`src/nvm_cfg.svh`:
```
// constants for the data nonvolatile memory access controller
`ifndef NVM_CFG_SVH
`define NVM_CFG_SVH
`define NVM_DEPTH 64
`define NVM_AW 6
`define NVM_DW 8
`define CTRL_BANK 8'h01
`define CTRL_OFFSET 8'h40
`define CTRL_PROG_PERMIT 3
`define CTRL_PROG_GO 2
`define CTRL_FETCH_PERMIT 1
`define CTRL_FETCH_GO 0
`define RESET_BYTE 8'h00
`define FETCH_CYCLES 4'h4
`define PROG_TIME_NS 2000
`define PROG_CYCLES (`PROG_TIME_NS / 10)
`define PROG_TIMER_DIV 8'h07
`endif

```
`src/nvm_pkg.sv`:
```
// types for the data nonvolatile memory access controller
package nvm_pkg;
  typedef enum logic [1:0] {
    st_idle = 2'b00,
    st_fetch = 2'b01,
    st_prog = 2'b11,
    st_done = 2'b10
  } nvm_state_e;
  typedef enum logic [1:0] {
    sel_none = 2'b00,
    sel_index = 2'b01,
    sel_value = 2'b10,
    sel_ctrl = 2'b11
  } reg_sel_e;
endpackage

```
`src/nvm_cell_array.sv`:
```
// storage cells of the data nonvolatile memory
`timescale 1ns/10ps
`default_nettype none
`include "nvm_cfg.svh"
module nvm_cell_array (
  input wire logic core_clk,
  input wire logic wr_en,
  input wire logic [`NVM_AW-1:0] addr,
  input wire logic [`NVM_DW-1:0] wdata,
  output logic [`NVM_DW-1:0] rdata
);
  logic [`NVM_DW-1:0] cells [0:`NVM_DEPTH-1];
  always_ff @(posedge core_clk)
  begin
    if (wr_en)
    begin
      cells[addr] <= wdata;
    end
    rdata <= cells[addr];
  end
endmodule // nvm_cell_array
`default_nettype wire

```
`src/nvm_prog_timer.sv`:
```
// free-running program timer, its ticks are unrelated to instruction flow
`timescale 1ns/10ps
`default_nettype none
`include "nvm_cfg.svh"
module nvm_prog_timer #(
  parameter int unsigned PROG_CYCLES = `PROG_CYCLES
) (
  input wire logic core_clk,
  input wire logic rst,
  input wire logic start,
  output logic busy,
  output logic done
);
  logic [7:0] div_q;
  logic [15:0] cnt_q;
  logic tick;
  logic [15:0] ticks_needed;
  assign tick = (div_q == `PROG_TIMER_DIV);
  assign ticks_needed = 16'(PROG_CYCLES / 8);
  assign busy = (cnt_q != 16'h0000);
  always_ff @(posedge core_clk or posedge rst)
  begin
    if (rst)
    begin
      div_q <= 8'h00;
      cnt_q <= 16'h0000;
      done <= 1'b0;
    end
    else
    begin
      div_q <= tick ? 8'h00 : div_q + 8'h01;
      done <= 1'b0;
      if (start && !busy)
      begin
        cnt_q <= (ticks_needed == 16'h0000) ? 16'h0001 : ticks_needed;
      end
      else if (busy && tick)
      begin
        cnt_q <= cnt_q - 16'h0001;
        done <= (cnt_q == 16'h0001);
      end
    end
  end
endmodule // nvm_prog_timer
`default_nettype wire

```
`src/data_eeprom_access_ctrl.sv`:
```
// register-driven controller for the 64-byte data nonvolatile memory
`timescale 1ns/10ps
`default_nettype none
`include "nvm_cfg.svh"
module data_eeprom_access_ctrl (
  input wire logic core_clk,
  input wire logic rst,
  input wire nvm_pkg::reg_sel_e reg_sel,
  input wire logic [7:0] pointer_low_byte,
  input wire logic [7:0] pointer_bank_byte,
  input wire logic reg_wr,
  input wire logic [7:0] reg_wdata,
  output logic [7:0] reg_rdata,
  input wire logic nvm_irq_enable,
  input wire logic mf_irq_enable,
  input wire logic global_irq_enable,
  input wire logic nvm_irq_flag_clr,
  input wire logic mf_irq_service,
  output logic nvm_irq_flag,
  output logic mf_irq_flag,
  output logic irq_req
);
  import nvm_pkg::*;

  // ------------------------------------------------------------
  // decode
  // ------------------------------------------------------------
  nvm_state_e state_q, state_d;
  logic [`NVM_AW-1:0] index_q;
  logic [`NVM_DW-1:0] value_q;
  logic [3:0] ctrl_q;
  logic [3:0] fetch_cnt_q;
  logic ctrl_hit, wr_index, wr_value, wr_ctrl;
  logic prog_start, fetch_start, prog_busy, prog_done, fetch_done;
  logic [`NVM_DW-1:0] cell_rdata;
  logic [3:0] ctrl_wr_d;
  logic [3:0] fetch_cnt_d;
  logic in_idle;
  logic in_fetch;
  logic rd_pick_index;
  logic rd_pick_value;
  logic [7:0] rd_index_byte;
  logic [7:0] rd_value_byte;
  logic [7:0] rd_ctrl_byte;

  // ------------------------------------------------------------
  // control address match
  // ------------------------------------------------------------
  function automatic logic ctrl_reachable(input logic [7:0] lo,
                                          input logic [7:0] bank);
    ctrl_reachable = (lo == `CTRL_OFFSET) && (bank == `CTRL_BANK);
  endfunction

  // ------------------------------------------------------------
  // state decode
  // ------------------------------------------------------------
  assign in_idle = (state_q == st_idle);
  assign in_fetch = (state_q == st_fetch);
  assign fetch_cnt_d = in_fetch ? fetch_cnt_q + 4'h1 : 4'h0;

  // bank byte resets to zero outside, so the control is hidden by default
  assign ctrl_hit = (reg_sel == sel_ctrl) &&
                    ctrl_reachable(pointer_low_byte, pointer_bank_byte);

  // ------------------------------------------------------------
  // write strobes
  // ------------------------------------------------------------
  assign wr_index = reg_wr && (reg_sel == sel_index);
  assign wr_value = reg_wr && (reg_sel == sel_value);
  assign wr_ctrl = reg_wr && ctrl_hit;

  // ------------------------------------------------------------
  // launch gating
  // ------------------------------------------------------------
  // go bits only take a one when their permit was already set
  assign prog_start = wr_ctrl && reg_wdata[`CTRL_PROG_GO] &&
                      ctrl_q[`CTRL_PROG_PERMIT] && !ctrl_q[`CTRL_PROG_GO] &&
                      !ctrl_q[`CTRL_FETCH_GO] && in_idle &&
                      !prog_busy;
  assign fetch_start = wr_ctrl && reg_wdata[`CTRL_FETCH_GO] &&
                       ctrl_q[`CTRL_FETCH_PERMIT] && !ctrl_q[`CTRL_FETCH_GO] &&
                       !prog_start && in_idle;
  assign fetch_done = in_fetch &&
                      (fetch_cnt_q == `FETCH_CYCLES);

  // ------------------------------------------------------------
  // read mux
  // ------------------------------------------------------------
  assign rd_pick_index = (reg_sel == sel_index);
  assign rd_pick_value = (reg_sel == sel_value);
  assign rd_index_byte = {2'b00, index_q};
  assign rd_value_byte = value_q;
  assign rd_ctrl_byte = {4'h0, ctrl_q};
  assign reg_rdata = rd_pick_index ? rd_index_byte :
                     rd_pick_value ? rd_value_byte :
                     ctrl_hit ? rd_ctrl_byte : `RESET_BYTE;

  // ------------------------------------------------------------
  // sequencer
  // ------------------------------------------------------------
  always_comb
  begin
    case (state_q)
      st_idle:
        state_d = prog_start ? st_prog : (fetch_start ? st_fetch : st_idle);
      st_fetch: state_d = fetch_done ? st_done : st_fetch;
      st_prog: state_d = prog_done ? st_done : st_prog;
      st_done: state_d = st_idle;
      default: state_d = st_idle;
    endcase
  end

  // ------------------------------------------------------------
  // next control value: permits from software, go bits set or cleared
  // ------------------------------------------------------------
  always_comb
  begin
    ctrl_wr_d = ctrl_q;
    if (wr_ctrl)
    begin
      ctrl_wr_d[`CTRL_PROG_PERMIT] = reg_wdata[`CTRL_PROG_PERMIT];
      ctrl_wr_d[`CTRL_FETCH_PERMIT] = reg_wdata[`CTRL_FETCH_PERMIT];
    end
    if (prog_start)
    begin
      ctrl_wr_d[`CTRL_PROG_GO] = 1'b1;
    end
    if (fetch_start)
    begin
      ctrl_wr_d[`CTRL_FETCH_GO] = 1'b1;
    end
    if (prog_done)
    begin
      ctrl_wr_d[`CTRL_PROG_GO] = 1'b0;
    end
    if (fetch_done)
    begin
      ctrl_wr_d[`CTRL_FETCH_GO] = 1'b0;
    end
  end

  // ------------------------------------------------------------
  // state register
  // ------------------------------------------------------------
  always_ff @(posedge core_clk or posedge rst)
  begin
    if (rst)
    begin
      state_q <= st_idle;
    end
    else
    begin
      state_q <= state_d;
    end
  end

  // ------------------------------------------------------------
  // control register
  // ------------------------------------------------------------
  always_ff @(posedge core_clk or posedge rst)
  begin
    if (rst)
    begin
      ctrl_q <= 4'h0;
    end
    else
    begin
      ctrl_q <= ctrl_wr_d;
    end
  end

  // ------------------------------------------------------------
  // fetch counter
  // ------------------------------------------------------------
  always_ff @(posedge core_clk or posedge rst)
  begin
    if (rst)
    begin
      fetch_cnt_q <= 4'h0;
    end
    else
    begin
      fetch_cnt_q <= fetch_cnt_d;
    end
  end

  // ------------------------------------------------------------
  // index register
  // ------------------------------------------------------------
  always_ff @(posedge core_clk or posedge rst)
  begin
    if (rst)
    begin
      index_q <= 6'h00;
    end
    else if (wr_index)
    begin
      index_q <= reg_wdata[`NVM_AW-1:0];
    end
  end

  // ------------------------------------------------------------
  // value register: fetched byte lands as fetch_go clears, then holds
  // ------------------------------------------------------------
  always_ff @(posedge core_clk or posedge rst)
  begin
    if (rst)
    begin
      value_q <= 8'h00;
    end
    else if (fetch_done)
    begin
      value_q <= cell_rdata;
    end
    else if (wr_value)
    begin
      value_q <= reg_wdata;
    end
  end

  // ------------------------------------------------------------
  // completion flags
  // ------------------------------------------------------------
  // hardware set wins over clear in the same cycle
  always_ff @(posedge core_clk or posedge rst)
  begin
    if (rst)
    begin
      nvm_irq_flag <= 1'b0;
    end
    else
    begin
      nvm_irq_flag <= prog_done | (nvm_irq_flag & ~nvm_irq_flag_clr);
    end
  end

  // ------------------------------------------------------------
  // multi-function flag, cleared by servicing only
  // ------------------------------------------------------------
  always_ff @(posedge core_clk or posedge rst)
  begin
    if (rst)
    begin
      mf_irq_flag <= 1'b0;
    end
    else
    begin
      mf_irq_flag <= prog_done | (mf_irq_flag & ~mf_irq_service);
    end
  end

  // ------------------------------------------------------------
  // interrupt request
  // ------------------------------------------------------------
  assign irq_req = mf_irq_flag && nvm_irq_flag && nvm_irq_enable &&
                   mf_irq_enable && global_irq_enable;

  // ------------------------------------------------------------
  // storage cells
  // ------------------------------------------------------------
  nvm_cell_array u_cells (
    .core_clk(core_clk),
    .wr_en(prog_start),
    .addr(index_q),
    .wdata(value_q),
    .rdata(cell_rdata)
  );

  // ------------------------------------------------------------
  // program timer
  // ------------------------------------------------------------
  nvm_prog_timer u_timer (
    .core_clk(core_clk),
    .rst(rst),
    .start(prog_start),
    .busy(prog_busy),
    .done(prog_done)
  );

endmodule // data_eeprom_access_ctrl
`default_nettype wire

```
`config.mk`:
```
export PLATFORM = sky130hd
export DESIGN_NAME = data_eeprom_access_ctrl
export DESIGN_NICKNAME = d
export VERILOG_FILES = /design/src/nvm_pkg.sv /design/src/nvm_cell_array.sv /design/src/nvm_prog_timer.sv /design/src/data_eeprom_access_ctrl.sv
export VERILOG_INCLUDE_DIRS = /design/src /design/src/src
export SDC_FILE = /design/constraint.sdc
export NUM_CORES = 1
export LEC_CHECK = 0
export BUFFER_PORTS_ARGS = -buffer_cell sky130_fd_sc_hd__buf_2
export CORE_ASPECT_RATIO = 2
export CORE_MARGIN = 2
export CORE_UTILIZATION = 30
export DETAILED_ROUTE_END_ITERATION = 12
export PLACE_DENSITY_LB_ADDON = 0.08
export SKIP_CTS_REPAIR_TIMING = 1
export SLEW_MARGIN = 20
export SYNTH_ARGS = -nofsm -noshare
export SYNTH_HDL_FRONTEND = slang
export SYNTH_SLANG_ARGS = --single-unit
export TNS_END_PERCENT = 5
```
`constraint.sdc`:
```
create_clock -name core_clk -period 2.85 [get_ports core_clk]
set_input_delay 0.285 -clock core_clk [delete_from_list [all_inputs] [get_ports core_clk]]
set_output_delay 0.285 -clock core_clk [all_outputs]
set_load 0.05 [all_outputs]
```
==> results of run 1 <==
stage by stage:
step	cell area [um2]	hold WS [ns]	std cells	total power [W]	util, %
CTS	27900	-0.161	2732	0.0212	37.2
detailed placement	26300	0.430	2636	0.0143	35.0
finish	28300	-0.0202	2746	0.0210	37.8
global route	28300	0.00147	2746	0.0216	37.8
floorplan	22800	0.410	1393	0.0117	-
global placement	26300	0.427	2636	0.0143	35.0
layout make-up:
cell class | instances | area [um2] | area share [%]
well taps | 1008 | 1260 | 4.46
clock inverters | 31 | 238 | 0.840
inverters | 14 | 52.6 | 0.186
multi-input cells | 722 | 5770 | 20.4
repair buffers | 335 | 2790 | 9.85
flip-flops and latches | 571 | 16800 | 59.5
clock buffers | 65 | 1370 | 4.84
sequential cells by signal (all words and copies together), names as in the netlist:
name,count
ctrl_q,4
fetch_cnt_q,4
index_q,6
mf_irq_flag,1
nvm_irq_flag,1
rd_value_byte,8
state_q,2
u_cells.cells,512
u_cells.rdata,8
u_timer.cnt_q,16
u_timer.div_q,8
u_timer.done,1
metal layers:
metal	wire (um)	part of all wire [%]	GRT usage (%)
met5	0	0	0
met4	4290	5.2	10.3
met3	2550	3.1	1.98
met2	46000	56	40.3
met1	29800	36	22.3
how the worst max path moves through the flow:
stage	start	end	slack [ns]	depth (start not counted)
4_1_cts	index_q[2]	u_cells.rdata[5]	-0.23	9
3_5_place_dp	index_q[2]	u_cells.rdata[7]	-0.20	8
6_report	u_timer.cnt_q[11]	u_cells.cells[5][6]	0.01	11
2_1_floorplan	u_timer.cnt_q[11]	u_cells.cells[0][0]	-0.13	7
5_1_grt	u_timer.cnt_q[11]	u_cells.cells[5][3]	-0.06	11
3_3_place_gp	index_q[2]	u_cells.rdata[7]	-0.27	8
kinds of logic (layout without fill, tap and decap cells):
family                     after synthesis  count (layout)
AOI/OAI and AO/OA                      244             244
xor gates and xnor gates                23              23
adders and majority gates                5               5
buffers and inverters                  100             445
DFF                                    571             571
muxes                                  174             174
and+or+nand+nor                        276             276
worst max-delay path, cell delays in order, from the launching register on:
cell and delay [ns]:
dfrtp_1 0.39, nor4_2 0.27, buf_4 0.15, and4_2 0.26, nand2_1 0.08, nor4_1 0.23
buf_4 0.16, nand4_1 0.08, buf_4 0.20, clkbuf_16 0.22, nor3_1 0.23, buf_4 0.22
synth_stat cells, types with 3 or more instances:
master and count:
o211ai_1 4, buf_2 33, a22o_1 6, mux2i_1 87, a211oi_1 9, a21oi_1 41
buf_1 14, o21ai_0 38, nor3_1 70, dfxtp_1 8, inv_1 12, a221oi_1 40
a222oi_1 4, a31oi_1 4, xnor2_1 15, nand2b_1 6, nor3b_1 3, xor2_1 8
nor2_1 58, nand3_1 18, nand3b_1 3, mux2_2 58, a21o_1 3, mux4_2 28
o22a_1 5, clkbuf_1 39, or4_1 7, nor4_1 8, edfxtp_1 512, nor2b_1 10
and3_1 8, o22ai_1 25, ha_1 5, nand4_1 5, dfrtp_1 51, and2_1 6
a32oi_1 7, a22oi_1 33, nand2_1 60, a221o_1 9
power by group through the flow:
stage | Clock, W | Sequential, W | Combinational (W)
5_1_grt | 0.00733 | 0.00980 | 0.00450
2_1_floorplan | 0 | 0.00998 | 0.00169
6_report | 0.00687 | 0.00979 | 0.00433
3_3_place_gp | 0 | 0.00998 | 0.00430
4_1_cts | 0.00706 | 0.00980 | 0.00430
3_5_place_dp | 0 | 0.00998 | 0.00429
==> summary.txt, run 1 <==
result of the run: complete, but fails checks
failing checks: hold timing
CP required: 3.16 ns
chip height: 394 um
share of the synthesized area in the top cell type: 67.5%
vias per cell: 5.10
largest net degree at the start of global routing: 66
mux contribution to synthesized area: 9.52%
Worst-path clk slew: 0.07 ns
most frequent cells in the layout: edfxtp_1 (512), buf_4 (241), mux2i_1 (87)
remaining antenna violation count: 0
Layout area overhead: 24.4%
RSZ-0062 raised after global routing: yes
adder and majority gate portion of the synthesized area: 0.275%
Fill cells: 7,151
DRT iter0 DRCs: 1,051
final setup fails: 0
Buffers on Ports: 44
post-synthesis sequential area ratio: 73.9%
share of cells above drive strength 1: 32.0%
GRT Resource Usage Total: 20.9%
syn_area_per_cell: 16.3 um2
CTS tree: built
crit-path max FO: 23
Die Area: 78,200 um2
Min-Delay Path Depth: 3
commonest non-fill, non-tap cell in the layout: edfxtp_1
per-cell routed wire length: 30.1 um
CP endpoint kind: flop
vias in the first global route: 14,814
DP HPWL: 57,300 um
max_cap viols: 0
Worst Reg-to-Reg Cells: 11
top_reg_cell synth: edfxtp_1
Sw Share: 29.4%
IO Pins: 45
HP Class: in -> reg
Rel. slew slack: 26.5%
Core Region: 75,000 um2
RR Endpoint: u_cells.cells[5][6]
async set or reset register ratio after synthesis: 8.93%
Hold Vio Cnt, Final: 2
cell internal pwr: 0.0148 W
Worst Setup Start Kind: flop
XOR/XNOR Fraction of Synth Area: 0.885%
synthesized cell area: 22,800 um2
worst hold margin: -0.0202 ns
P_sw: 0.00618 W
fin crit period: 2.84 ns
DR DRC count: 0
final setup TNS: 0 ns
initial antenna violation count: 0
cts bufs inserted: 52
setup ws final: 0.0117 ns
hold path endpoint: rd_value_byte[7]
Post-Synth Simple-Gate Area: 6.05%
Initial Util: 30.4%
Lkg Pwr: 9.85 nW
Rows: 142
Post-synth EDFFs: 512
largest family of logic cells by synthesized area: multiplexers
clock network power share: 32.7%
Flop pwr share: 46.6%
PD cells: 742 nW/um2
fmax: 0.352 GHz
Worst-Skew Late Latency: 0.61 ns
Synth Area in Compound Gates: 7.59%
DIE WIDTH: 199 um
first-pass GRT wire length: 114,000 um
reg2reg setup slack: 0.01 ns
pre-CTS setup slack: -0.201 ns
worst-margin pin slew: 1.10 ns
htree depth: 2
clock skew: 0.0250 ns
antenna fix cells: 0
Post-Syn Nets: 1,432
TritonRoute pass-1 iters: 5
number of synthesized register bits: 571
Arrival @ worst endpoint: 3.15 ns
worst vdd ir: 0.489 mV
CP Class: reg -> reg
RR Startpoint: u_timer.cnt_q[11]
top post-synthesis cells by area: edfxtp_1 (68%), dfrtp_1 (5.6%), mux2i_1 (3.8%)
Final Max Slew Viols: 0
buffer depth of the longest clock path: 3
Cells after Synth: 1,393
warnings from Yosys: 0
routed via count: 13,995
Routability Congestion: 0.845
fin crit share: 99.6%
Net count, final: 1,735
post-synth top area cell: edfxtp_1
CTS root buffer: clkbuf_16
Hold Crit Start: reg_wdata[7]
Clock Sinks: 571
GRT overflow: 0
final wirelength: 82,600 um
Unique masters post-synth: 67
logic gate share of total power: 20.6%
(Power assumes the default switching activity.)
==> inputs of run 2 (changes only) <==
==> constraint.sdc (replaced) <==
create_clock -name core_clk -period 2.85 [get_ports core_clk]
set_input_delay 0.285 -clock core_clk [delete_from_list [all_inputs] [get_ports core_clk]]
set_output_delay 0.285 -clock core_clk [all_outputs]
set_load 0.005 [all_outputs]
==> run 2 against run 1 <==
The flow finishes with violations (hold timing, setup timing). Routed wire length is 0.79% higher. Clock power rose by 7.1%. Cell count rose by 0.11%. Combinational power fell by 0.9%. Critical path depth decreased by 3. Critical endpoint is now u_cells.rdata[3].
==> summary.txt, run 2 (synthesized netlist as in run 1, its figures left out) <==
worst hold margin: -0.0331 ns
Core Util, Final: 38.4%
Die Area: 78,200 um2
post-route insts no fill: 2,749
fin crit period: 2.86 ns
Clock Sinks: 571
Core Region: 75,000 um2
final setup fails: 1
RR Startpoint: index_q[2]
RSZ-0062 raised after global routing: yes
Rows: 142
Rel. slew slack: 37.9%
buffer depth of the longest clock path: 3
Routability Congestion: 0.817
routed via count: 14,065
setup ws final: -0.00757 ns
Worst Setup Start Kind: flop
DR DRC count: 0
total power: 0.0215 W
CP endpoint kind: flop
vias per cell: 5.12
initial antenna violation count: 0
IO Pins: 45
Fill cells: 7,097
Initial Util: 30.4%
TritonRoute pass-1 iters: 5
remaining antenna violation count: 0
CP required: 3.32 ns
Setup crit start: index_q[2]
commonest non-fill, non-tap cell in the layout: edfxtp_1
fmax: 0.350 GHz
per-cell routed wire length: 30.3 um
cts bufs inserted: 52
Worst Reg-to-Reg Cells: 8
most frequent cells in the layout: edfxtp_1 (512), buf_4 (224), mux2i_1 (87)
Buffers on Ports: 44
failing checks: hold timing, setup timing
Layout area overhead: 26.4%
PD cells: 748 nW/um2
clock skew: 0.0228 ns
worst vdd ir: 0.470 mV
CTS root buffer: clkbuf_16
final wirelength: 83,200 um
CP Class: reg -> reg
largest reg by FF count: u_cells.cells
result of the run: complete, but fails checks
Final Max Slew Viols: 0
RR Endpoint: u_cells.rdata[3]
reg2reg setup slack: -0.008 ns
DP HPWL: 57,100 um
GRT overflow: 0
Cells after DPL: 2,635
GRT Resource Usage Total: 21.0%
Arrival @ worst endpoint: 3.33 ns
chip height: 394 um
Net count, final: 1,736
vias in the first global route: 14,676
largest net degree at the start of global routing: 66
htree depth: 2
max_cap viols: 0
share of cells above drive strength 1: 33.7%
Lkg Pwr: 10.1 nW
CTS tree: built
Worst-path clk slew: 0.07 ns
worst-margin pin slew: 0.930 ns
first-pass GRT wire length: 114,000 um
crit-path max FO: 14
Hold Vio Cnt, Final: 4
antenna fix cells: 0
DRT iter0 DRCs: 947
DIE WIDTH: 199 um
Worst-Skew Late Latency: 0.61 ns
max reg flops: 512
top flop regs: u_cells.cells: 512 flops, u_timer.cnt_q: 16 flops
HP Class: in -> reg
end of the critical path: u_cells.rdata[3]
fin crit share: 100%
run 2: critical path, stage by stage (launching register included):
cell and delay (ns):
dfrtp_4 0.54, buf_4 0.19, buf_12 0.15, nand2_1 0.37, o22ai_1 0.30, o31ai_2 0.44, buf_4 0.18, o211ai_1 0.07
or4_4 0.46
run 2: worst min path at each step:
stage          slack, ns          endpoint  cells past startpoint        startpoint
2_1_floorplan       0.41  rd_value_byte[0]                      2  u_cells.rdata[0]
3_3_place_gp        0.43  rd_value_byte[3]                      2  u_cells.rdata[3]
3_5_place_dp        0.43  rd_value_byte[3]                      2  u_cells.rdata[3]
4_1_cts            -0.16        index_q[1]                      2               rst
5_1_grt           0.0003  rd_value_byte[7]                      3      reg_wdata[7]
6_report           -0.03  rd_value_byte[6]                      3      reg_wdata[6]
run 2: power by group:
group / internal [W] / total, W / leakage [nW] / switching, W
clock network: 0.00411 / 0.00736 / 0.857 / 0.00325
registers: 0.00956 / 0.00986 / 5.29 / 0.000297
logic: 0.00160 / 0.00429 / 3.93 / 0.00269
run 2: area by class of cell:
type / count / area, um2 / area share [%]
clock buffer: 65 / 1420 / 4.94
clock inverter: 33 / 350 / 1.22
inverter: 14 / 52.6 / 0.183
multi-input combinational: 722 / 5910 / 20.6
sequential: 571 / 16800 / 58.5
tap: 1008 / 1260 / 4.38
timing repair buffer: 336 / 2930 / 10.2
run 2: stage by stage:
step / setup TNS [ns] / instance area [um2] / setup slack (ns) / hold slack (ns)
floorplan: -53.94 / 22800 / -0.129 / 0.410
global route: -2.58 / 28800 / -0.0538 / 0.000325
global placement: -67.45 / 26300 / -0.222 / 0.427
detailed placement: -28.40 / 26300 / -0.215 / 0.425
finish: -0.00757 / 28800 / -0.00757 / -0.0331
CTS: -49.18 / 28100 / -0.241 / -0.156
run 2: per-layer routing:
| layer | track usage, % | vias to the layer above | share of wire [%] | routed length [um] |
|---|---|---|---|---|
| li1 | - | 6167 | - | - |
| met1 | 22.8 | 7352 | 36 | 29800 |
| met2 | 40.3 | 405 | 56 | 46300 |
| met3 | 1.87 | 141 | 3.4 | 2790 |
| met4 | 9.69 | 0 | 5.2 | 4350 |
| met5 | 0 | - | 0 | 0 |
==> inputs of run 3 (changes only) <==
==> constraint.sdc (replaced) <==
create_clock -name core_clk -period 3.3 [get_ports core_clk]
set_input_delay 0.33 -clock core_clk [delete_from_list [all_inputs] [get_ports core_clk]]
set_output_delay 0.33 -clock core_clk [all_outputs]
set_load 0.005 [all_outputs]
==> run 3 against run 2 <==
The run now ends clean. Non-clock buffer count down 86. Clock power down 9.8%. Sequential share of layout area up 2.8 points. Combinational power down 24%. First-iteration DRC count up 20%. Clock skew down 0.0020 ns. Total power down 14%. Largest power group unchanged.
==> summary.txt, run 3 (synthesized netlist as in run 1, its figures left out) <==
result of the run: finished, final reports clean
Global Route met1 Usage: 23.0%
RSZ-0062 raised after global routing: no
CTS tree: built
initial antenna violation count: 1
buffer depth of the longest clock path: 3
Flop pwr share: 46.3%
max reg flops: 512
Worst-Skew Late Latency: 0.62 ns
TritonRoute pass-1 iters: 7
Worst Reg-to-Reg Cells: 7
Die Area: 78,200 um2
DRT iter0 DRCs: 1,140
clock network power share: 35.9%
Worst-path clk slew: 0.07 ns
Fill cells: 7,159
fin crit period: 3.14 ns
worst-margin pin slew: 1.20 ns
grt peak-use layer: met2
Cells after DPL: 2,560
Min-Delay Path Depth: 3
logic gate share of total power: 17.7%
Hold Vio Cnt, Final: 0
Rows: 142
P_sw: 0.00533 W
cts bufs inserted: 52
final setup TNS: 0 ns
htree depth: 2
Arrival @ worst endpoint: 3.57 ns
cell internal pwr: 0.0131 W
CP Class: reg -> reg
DR DRC count: 0
Final Max Slew Viols: 0
max_cap viols: 0
Worst Setup Start Kind: flop
CP required: 3.74 ns
clock skew: 0.0208 ns
most frequent cells in the layout: edfxtp_1 (512), buf_4 (191), mux2i_1 (87)
Initial Util: 30.4%
routed via count: 13,862
Layout area overhead: 20.5%
worst hold margin: 0.00875 ns
per-cell routed wire length: 31.8 um
HP Class: in -> reg
DIE WIDTH: 199 um
routing usage on met3: 1.87%
share of cells above drive strength 1: 26.6%
IO Pins: 45
top flop regs: u_cells.cells: 512 flops, u_timer.cnt_q: 16 flops
Storage cell area: 16,800 um2
Max stage delay cell, worst path: dfrtp_4
worst-path cell chain: buf_4, mux4_2, o21ai_0, buf_4, nand3_1, a31oi_1, nand4_1
M2 GR Usage: 41.0%
chip height: 394 um
final wirelength: 84,600 um
Largest stage delay, worst path: 0.70 ns
commonest non-fill, non-tap cell in the layout: edfxtp_1
crit-path max FO: 31
Sw Share: 28.8%
first-pass GRT wire length: 116,000 um
PD cells: 673 nW/um2
DP HPWL: 58,400 um
largest reg by FF count: u_cells.cells
Routability Congestion: 0.857
remaining antenna violation count: 0
Buffers on Ports: 44
final setup fails: 0
reg2reg setup slack: 0.16 ns
CTS root buffer: clkbuf_16
Clock Sinks: 571
worst vdd ir: 0.346 mV
hold path endpoint: nvm_irq_flag
fin crit share: 95.0%
Multi-input gate area: 5540 um2
Core Region: 75,000 um2
Lkg Pwr: 9.42 nW
CP endpoint kind: flop
GRT Resource Usage Total: 21.6%
crit-path most repeated cell: buf_4
largest net degree at the start of global routing: 47
vias in the first global route: 14,609
post-route insts no fill: 2,664
Hold Crit Start: nvm_irq_flag_clr
GRT overflow: 0
vias per cell: 5.20
RR Endpoint: u_cells.rdata[4]
Net count, final: 1,650
Rel. slew slack: 19.9%
RR Startpoint: index_q[0]
fmax: 0.319 GHz
==> run 3: cell count changes in the layout (fill, tap and decap cells not counted), sizes merged <==
| cell | change |
|---|---|
| bufinv | +4 |
| inv | -4 |
| dlygate4sd3 | -3 |
| clkbuf | +1 |
| clkinvlp | -2 |
| diode | +1 |
| buf | -82 |
==> run 3: power by group through the flow <==
stage                     registers (W)  logic, W  clock network [W]
after floorplan                 0.00862   0.00142                  0
after detailed placement        0.00872   0.00329                  0
after global placement          0.00872   0.00330                  0
after global routing            0.00856   0.00339            0.00700
final                           0.00856   0.00328            0.00664
after CTS                       0.00856   0.00330            0.00679
==> run 3: metal layers <==
layer / wire length [um] / share of wire [%]
met1: 29800 / 35
met2: 46600 / 55
met3: 2830 / 3.3
met4: 5360 / 6.3
met5: 0 / 0
==> run 3: critical path, delay by kind of cell, from the launching register on <==
kind | cells | cell delay [ns]
compound gates | 2 | 0.61
buf+inv | 2 | 0.70
flops | 1 | 0.70
mux | 1 | 0.59
simple gates | 2 | 0.31
==> run 3: metrics by stage <==
stage	cell area, um2	setup WS (ns)	util [%]	power, W
2_1_floorplan	22800	0.321	-	0.0100
3_3_place_gp	25500	0.150	34.1	0.0120
5_1_grt	27400	0.105	36.6	0.0189
4_1_cts	27400	0.171	36.5	0.0186
3_5_place_dp	25500	0.193	34.1	0.0120
6_report	27400	0.165	36.6	0.0185
==> run 3: worst max-delay path by stage <==
stage	from	to	slack, ns	depth (start not counted)
after CTS	index_q[0]	u_cells.rdata[4]	0.17	7
final	index_q[0]	u_cells.rdata[4]	0.16	7
after floorplan	u_timer.cnt_q[11]	u_cells.cells[0][0]	0.32	7
after global placement	u_timer.cnt_q[2]	u_cells.cells[12][6]	0.15	8
after global routing	u_timer.cnt_q[11]	u_cells.cells[40][2]	0.11	9
after detailed placement	index_q[0]	u_cells.rdata[4]	0.19	7
==> run 3: cell type report <==
class / count / share of cell area, %
inverters: 14 / 0.192
clock inverters: 31 / 1.58
well taps: 1008 / 4.60
clock buffers: 67 / 5.10
multi-input cells: 722 / 20.2
diodes: 1 / 0.00912
repair buffers: 250 / 6.94
flip-flops and latches: 571 / 61.4
